<file path="src/hdl/bbcfg_pkg.sv">
// Package of register offsets, field positions and codes for the channel config bank.
package bbcfg_pkg;
	localparam int unsigned ADDR_W = 8;
	localparam int unsigned DATA_W = 8;
	localparam int unsigned NUM_CH = 2;
	localparam logic [7:0] CH1_CTRL_ADDR = 8'h2c;
	localparam logic [7:0] CH2_TV_ADDR = 8'h2d;
	localparam logic [7:0] CH2_CTRL_ADDR = 8'h2e;
	localparam int unsigned RESERVED_BIT_BIT = 7;
	localparam int unsigned TOPO_BIT = 6;
	localparam int unsigned ILIM_HI = 5;
	localparam int unsigned ILIM_LO = 4;
	localparam int unsigned DIS_BIT = 3;
	localparam int unsigned EN_HI = 2;
	localparam int unsigned EN_LO = 0;
	localparam int unsigned TV_HI = 6;
	localparam int unsigned TV_W = 7;
	localparam logic RESERVED_BIT_RESET = 1'b0;
	localparam logic [7:0] READ_ZERO = 8'h00;
	localparam logic [6:0] TV_MAX_CODE = 7'h5e;
	localparam int unsigned TV_BASE_MV = 800;
	localparam int unsigned TV_STEP_MV = 50;
	localparam logic [15:0] ILIM_MA [4] = '{16'h03e8, 16'h02ee, 16'h01f4,
		16'h014d};
	typedef enum logic [2:0] {
		BBCFG_EN_SLOT0 = 3'b000,
		BBCFG_EN_SLOT1 = 3'b001,
		BBCFG_EN_SLOT2 = 3'b010,
		BBCFG_EN_SLOT3 = 3'b011,
		BBCFG_EN_OFF_A = 3'b100,
		BBCFG_EN_OFF_B = 3'b101,
		BBCFG_EN_ON_A = 3'b110,
		BBCFG_EN_ON_B = 3'b111
	} bbcfg_en_t;
	localparam int unsigned EN_FORCE_BIT = 2;
	localparam int unsigned EN_ON_BIT = 1;
endpackage

</file>
<file path="src/hdl/bbcfg_ch_if.sv">
// Interface carrying one channel's control fields to its decode module.
`timescale 1ns/1ps
`default_nettype none
interface bbcfg_ch_if;
	logic [7:0] ctrl;
	logic [3:0] seq_slot_active;
	logic enabled;
	logic buck_only;
	logic [15:0] ilim_ma;
	logic discharge;
	modport src (output ctrl, output seq_slot_active, input enabled,
		input buck_only, input ilim_ma, input discharge);
	modport dec (input ctrl, input seq_slot_active, output enabled,
		output buck_only, output ilim_ma, output discharge);
endinterface
`default_nettype wire

</file>
<file path="src/hdl/bbcfg_ch_decode.sv">
// Decoder turning one channel control byte into regulator controls.
`timescale 1ns/1ps
`default_nettype none
module bbcfg_ch_decode (
	bbcfg_ch_if.dec ch
);
	logic [2:0] en_code;
	always_comb
	begin
		en_code = ch.ctrl[bbcfg_pkg::EN_HI:bbcfg_pkg::EN_LO];
		ch.buck_only = ch.ctrl[bbcfg_pkg::TOPO_BIT];
		ch.ilim_ma = bbcfg_pkg::ILIM_MA[
			ch.ctrl[bbcfg_pkg::ILIM_HI:bbcfg_pkg::ILIM_LO]];
		if (en_code[bbcfg_pkg::EN_FORCE_BIT])
			ch.enabled = en_code[bbcfg_pkg::EN_ON_BIT];
		else
			ch.enabled = ch.seq_slot_active[en_code[1:0]];
		ch.discharge = ch.ctrl[bbcfg_pkg::DIS_BIT] & ~ch.enabled;
	end
endmodule
`default_nettype wire

</file>
<file path="src/hdl/bbcfg_regs.sv">
// Register bank for two buck-boost channels: control for both, target voltage for channel 2 only.
//
// Contract
// - Bits 5:4 set the peak limit 1.000A, 0.750A, 0.500A or 0.333A.
// - With bit 3 set, a disabled channel's output is discharged to ground.
// - Enable codes 000 to 011 follow sequencer slots 0 to 3.
// - Enable codes 100/101 force off and 110/111 force on.
// - Channel 2 voltage is 0.8V plus 50mV per code, 5.5V at 0x5e.
// - Channel 2 control has the same fields and encodings as channel 1.
`timescale 1ns/1ps
`default_nettype none
module bbcfg_regs #(
	parameter int unsigned NUM_CH = bbcfg_pkg::NUM_CH,
	parameter int unsigned ILIM_W = 16
) (
	input wire logic clk_sys_in,
	input wire logic srst_in,
	input wire logic ce_in,
	input wire logic wr_en_in,
	input wire logic [7:0] addr_in,
	input wire logic [7:0] wdata_in,
	output logic [7:0] rdata_out,
	input wire logic [6:0] otp_ch1_ctrl_in,
	input wire logic [6:0] otp_ch2_ctrl_in,
	input wire logic [6:0] otp_ch2_tv_in,
	input wire logic [3:0] seq_slot_active_in,
	output logic [1:0] ch_enabled_out,
	output logic [1:0] ch_buck_only_out,
	output logic [1:0] ch_discharge_out,
	output logic [31:0] ch_ilim_ma_out,
	output logic [6:0] ch2_tv_code_out,
	output logic [15:0] ch2_tv_mv_out
);
	// ****************************************
	// Register state.
	// ****************************************
	logic [7:0] ctrl_reg [NUM_CH];
	logic [7:0] ctrl_next [NUM_CH];
	logic [6:0] tv_reg;
	logic [6:0] tv_next;
	logic [7:0] rdata_reg;
	logic [7:0] rdata_next;
	logic [6:0] otp_ctrl [NUM_CH];

	// The port widths serve exactly two channels with 16-bit limits.
	generate
		if (NUM_CH != 2 || ILIM_W != 16)
		begin : g_bad_param
			$error("bbcfg_regs needs NUM_CH of 2 and ILIM_W of 16.");
		end
	endgenerate

	assign otp_ctrl[0] = otp_ch1_ctrl_in;
	assign otp_ctrl[1] = otp_ch2_ctrl_in;

	always_comb
	begin
		ctrl_next = ctrl_reg;
		tv_next = tv_reg;
		rdata_next = rdata_reg;
		if (wr_en_in)
		begin
			if (addr_in == bbcfg_pkg::CH1_CTRL_ADDR)
				ctrl_next[0] = wdata_in;
			if (addr_in == bbcfg_pkg::CH2_CTRL_ADDR)
				ctrl_next[1] = wdata_in;
			if (addr_in == bbcfg_pkg::CH2_TV_ADDR)
				tv_next = wdata_in[bbcfg_pkg::TV_HI:0];
		end
		unique case (addr_in)
			bbcfg_pkg::CH1_CTRL_ADDR: rdata_next = ctrl_reg[0];
			bbcfg_pkg::CH2_TV_ADDR: rdata_next = {1'b0, tv_reg};
			bbcfg_pkg::CH2_CTRL_ADDR: rdata_next = ctrl_reg[1];
			default: rdata_next = bbcfg_pkg::READ_ZERO;
		endcase
	end

	// Factory options are sampled by the clocked reset, not an async load.
	always_ff @(posedge clk_sys_in)
	begin
		if (srst_in)
		begin
			for (int i = 0; i < NUM_CH; i++)
				ctrl_reg[i] <= {bbcfg_pkg::RESERVED_BIT_RESET, otp_ctrl[i]};
			tv_reg <= otp_ch2_tv_in;
			rdata_reg <= bbcfg_pkg::READ_ZERO;
		end
		else if (ce_in)
		begin
			ctrl_reg <= ctrl_next;
			tv_reg <= tv_next;
			rdata_reg <= rdata_next;
		end
	end

	assign rdata_out = rdata_reg;

	// ****************************************
	// Per-channel decode.
	// ****************************************
	genvar g;
	generate
		for (g = 0; g < NUM_CH; g++)
		begin : g_ch
			bbcfg_ch_if chif ();
			assign chif.ctrl = ctrl_reg[g];
			assign chif.seq_slot_active = seq_slot_active_in;
			bbcfg_ch_decode u_dec (
				.ch(chif.dec)
			);
			assign ch_enabled_out[g] = chif.enabled;
			assign ch_buck_only_out[g] = chif.buck_only;
			assign ch_discharge_out[g] = chif.discharge;
			assign ch_ilim_ma_out[g*ILIM_W +: ILIM_W] = chif.ilim_ma;
		end
	endgenerate

	assign ch2_tv_code_out = tv_reg;
	// Millivolt view of the target code.
	assign ch2_tv_mv_out = 16'(bbcfg_pkg::TV_BASE_MV
		+ bbcfg_pkg::TV_STEP_MV * tv_reg);
endmodule
`default_nettype wire

</file>
<file path="config.mk">
export PLATFORM = sky130hd
export DESIGN_NAME = bbcfg_regs
export DESIGN_NICKNAME = d
export VERILOG_FILES = /design/src/hdl/bbcfg_pkg.sv /design/src/hdl/bbcfg_ch_if.sv /design/src/hdl/bbcfg_ch_decode.sv /design/src/hdl/bbcfg_regs.sv
export SDC_FILE = /design/constraint.sdc
export NUM_CORES = 1
export LEC_CHECK = 0
export ABC_CLOCK_PERIOD_IN_PS = 2860
export BUFFER_PORTS_ARGS = -buffer_cell sky130_fd_sc_hd__buf_2
export CAP_MARGIN = 20
export CORE_AREA = 3 3 73 92
export CTS_CLUSTER_SIZE = 30
export DETAILED_ROUTE_END_ITERATION = 6
export DIE_AREA = 0 0 76 95
export PLACE_DENSITY = 0.76
export REMOVE_ABC_BUFFERS = 1
export SYNTH_ARGS = -nofsm -noshare
export SYNTH_HDL_FRONTEND = slang
export SYNTH_SLANG_ARGS = --single-unit
</file>
<file path="constraint.sdc">
create_clock -name clk_sys_in -period 2.86 [get_ports clk_sys_in]
set_input_delay 0.286 -clock clk_sys_in [delete_from_list [all_inputs] [get_ports clk_sys_in]]
set_output_delay 0.286 -clock clk_sys_in [all_outputs]
set_load 0.01 [all_outputs]
</file>
* Word level (Yosys, flattened, before mapping)
Cells that the tools add are included.
Operators by class: add/subtract/negate cells 1, $mul 1, order comparisons 4, eq/ne operators 3, multiplexer cells 22, bitwise gates (word level) 6, reductions and logical operators 10
Operators with widths (count):
- binary-select mux 16 bit (select 2 bit) | 2
- 2-to-1 mux 16 bit | 4
- 2-to-1 mux 15 bit | 3
- 2-to-1 mux 7 bit | 5
- equality test 8 x 6 -> 1 bit, second input constant | 3
- one-hot mux 8 bit (3 select lines) | 1
- AND reduction 3 bit | 5
- adder 10 x 13 -> 14 bit, first input constant | 1
- multiplier 5 x 7 -> 12 bit, first input constant | 1
- nonzero test 2 bit | 5
- 2-to-1 mux 8 bit | 1
- >= comparator 3 bit, second input constant | 2
- < comparator 2 x 3 -> 1 bit, second input constant | 2
- NOT 2 -> 3 bit | 2
- binary-select mux 1 bit (select 2 bit) | 2
- 2-to-1 mux 1 bit | 4
- bitwise AND 1 bit | 2
- NOT 1 bit | 2
Word-level totals: register bits after elaboration 31, input port bits 45

* Longest topological paths before layout
depth after elaboration 5, depth in mapped cells 12, depth with buffers taken out 12

* Cells and area by module
From an unflattened synthesis, not the netlist that was laid out.
Unflattened totals: cells, all modules 289, area total of the unflattened synthesis 2557.5 µm²
By module, submodules not included:
- bbcfg_regs | times used 1, cells each 241, area each 2229.6 µm², seq. area each 830.8 µm²
- bbcfg_ch_decode | times used 2, cells each 24, area each 163.9 µm², seq. area each 0.0 µm²

* Worst setup path before layout
No wires, ideal clock.
kind reg-to-output, from reg tv_reg[1], in the netlist ch2_tv_code_out[1], to out ch2_tv_mv_out[12], arrival time 2.905 ns, data required time 2.574 ns, setup slack -0.331 ns, stages on the path, launching flop included 12, path buffers 0, cell sequence edfxtp_1 -> ha_1 -> ha_1 -> ha_1 -> inv_1 -> fa_1 -> nand2b_1 -> a211oi_2 -> nor4b_1 -> a211oi_2 -> nor3b_2 -> xnor2_1
On the way: longest elaborated chain between the ends 2
Ends and longest elaborated chain:
- from (decl) | line bbcfg_regs.sv:39 | logic [6:0] tv_reg;
- from (signal assigned) | line bbcfg_regs.sv:85 | tv_reg <= otp_ch2_tv_in;
- from (signal assigned) | line bbcfg_regs.sv:91 | tv_reg <= tv_next;
- multiplier 5 x 7 -> 12 bit | line bbcfg_regs.sv:121 | + bbcfg_pkg::TV_STEP_MV * tv_reg);
- adder 10 x 13 -> 14 bit | line bbcfg_regs.sv:121
- to (decl) | line bbcfg_regs.sv:32 | output logic [15:0] ch2_tv_mv_out
Every way passes these cells.

* Worst setup path in the final report
from reg tv_reg[3], in the netlist ch2_tv_code_out[3], to out ch2_tv_mv_out[11]
The elaborated chain is that of the path after synthesis.

==> metrics.csv <==
metric;value;unit
critPathArrivalTime;3.23;ns
io_pins;114;
firstDrtPassIters;4;
mostFrequentLayoutCells;95 x buf_2, 39 x nand2_1, 28 x buf_4;
remaining_drc_errors;0;
fp.dieW;76;um
power_leakage;1.69;nW
regArea;831;um2
fp.coreArea;0.00586;mm2
post-route-worst-setup-slack;-0.654;ns
hold_violations;0;
largest_reg_flops;16;
final_util;0.603;
cp-start-kind;register;
cp.required;2.57;ns
use_met1;0.180;
cts_buffers;5;
routed-via-count;2310;
worstHoldPathType;in -> reg;
cts.sinks;31;
cts_buffer_depth;2;
crit_path_max_incr_delay;0.50;ns
worst_setup_path_end_kind;output port;
finalClockSkew;0.00347;ns
powerDensity;688;mW/mm2
status;finished, violations left;
clkSlewWorstSetupHoldPaths;0.06;ns
synth_top_area_share;0.249;
nFillCells;502;
synth_seq_cells;31;
wl;6.87;mm
grt_pass1_wl;10.2;mm
synth-main-ff-cell;edfxtp_1;
synth-async-reset-ratio;0;
met3_usage;0.0315;
final_common_cell;buf_2;
violations;setup timing;
max_cap_violations;0;
syn_to_final_growth;39.6;%
synth_edf_count;21;
grt-ovfl-total;0;
first_global_vias;2314;
ys.warnings.count;0;
setup_viol;8;
fp.dieArea;0.00722;mm2
placed_cell_area;0.00310;mm2
syn_area_per_cell;8.85;um2
path_class;reg -> out;
fmax;285;MHz
ys_top_cells_by_area;edfxtp_1 25%, ha_1 13%, buf_4 8.3%;
slew_headroom;0.607;
cp_cell_sequence;buf_6 > ha_4 > ha_4 > fa_1 > ha_4 > buf_4 > a21oi_4 > xnor2_2 > a211o_1 > nand2_2 > xor2_1 > buf_2;
path_max_fanout;3;
min_period_over_period;1.23;
synth.distinct_cells;39;
place_congestion;0.812;
yosysSeqAreaShare;0.328;
wire_per_inst;14.3;um
ir_drop;0.000401;V
worst_path_most_repeated_cell;ha_4;
antenna_found_initial;0;
grt_usage;0.174;
io_buffers;96;
clock_latency;0.27;ns
dp.final_hpwl;5.22;mm
start_util;0.432;
syn_inst;286;
synth_largest_area_cell;edfxtp_1;
top_usage_layer;met2;
num_rows;31;
routed_via_density;4.79;
slowest_stage;fa_1;
rsz0062_at_grt;yes;
cts_root_buf;clkbuf_8;
hold_buffers;0;
drt_iter0_drc;49;
multi_input_area;0.00172;mm2
use_met2;0.338;
final_area;0.00353;mm2
grt_max_degree;42;
diodes;0;
synth_area;0.00253;mm2
die_y;95;um
post-route-min-period;3.51;ns
cts_tree;yes;
maxSlewViolCount;0;
htree_num_levels;2;
tightest_slew;0.590;ns
whs;0.272;ns
finish.net_count;473;
drive_gt1_frac;0.438;
postRouteAntennaNets;0;
[cells by family after synthesis]
| group | share of synthesized area |
|---|---|
| AO/OA/AOI/OAI | 0.108 |
| XOR/XNOR | 0.0415 |
| adder cells (fa/ha/maj) | 0.149 |
| buffers and inverters | 0.124 |
| flip-flops | 0.328 |
| multiplexers | 0.0529 |
| other | 0.00297 |
| AND/OR/NAND/NOR | 0.193 |
[routing by layer]
layer  wire, um  part of all wire
met2       3770              0.55
met4        226             0.033
met3        266             0.039
met1       2610              0.38
met5          0                 0
[worst max-delay path: cells and delay by family (launching register included)]
| kind | cells | cell delay [ns] |
|---|---|---|
| xor+xnor | 2 | 0.31 |
| flops | 1 | 0.43 |
| fa+ha+maj | 4 | 1.27 |
| simple gates | 1 | 0.10 |
| buf+inv | 3 | 0.46 |
| compound gates | 2 | 0.39 |
[report_power, final]
part	total, mW	switching (mW)	internal, mW	leakage, nW
Sequential	0.537	0.0257	0.511	0.284
Combinational	1.57	0.775	0.799	1.37
Clock	0.318	0.146	0.172	0.0395
[area by class of cell]
type | instances | area share
clock buffer | 8 | 0.0227
inverter | 19 | 0.0202
tap | 82 | 0.0290
multi-input combinational | 215 | 0.486
sequential | 31 | 0.235
timing repair buffer | 127 | 0.207
[per-stage QoR]
step                      setup slack [ns]  TNS, ns  instances  power, mW
after floorplan                     -0.380    -1.47        265       1.22
after global placement              -0.332    -1.59        466       1.67
after detailed placement            -0.460    -2.34        466       1.72
after CTS                           -0.637    -3.38        479       2.25
after global routing                -0.734    -4.52        482       2.58
final                               -0.654    -3.69        482       2.43
[synthesized netlist by cell type, drive strengths merged, types with 8 or more instances]
| library cell | count |
|---|---|
| nand2 | 40 |
| buf | 29 |
| ha | 27 |
| o21ai | 24 |
| edfxtp | 21 |
| inv | 19 |
| a21oi | 14 |
| nand2b | 13 |
| nor2 | 13 |
| nor2b | 11 |
| dfxtp | 10 |
| mux2i | 10 |
| xnor2 | 8 |
[timing repair]
| action | CTS | global route |
|---|---|---|
| resized for setup | 26 | 14 |
| setup endpoints to repair | 8 | 8 |
| pin swaps | 17 | 20 |
| cloned | 0 | 0 |
| buffers inserted | 5 | 3 |
[path summary, 6_finish.rpt]
kind	startpoint	end	slack, ns	cells after the start
setup / recovery	ch2_tv_code_out[3]	ch2_tv_mv_out[11]	-0.65	12
hold / removal	wdata_in[7]	g_ch[1].chif.ctrl[7]	0.27	3
setup reg to reg	ch2_tv_code_out[2]	rdata_out[2]	1.32	8
hold reg to reg	g_ch[0].chif.ctrl[7]	g_ch[0].chif.ctrl[7]	0.47	2
Note: power is estimated with default switching activity, not from simulation.
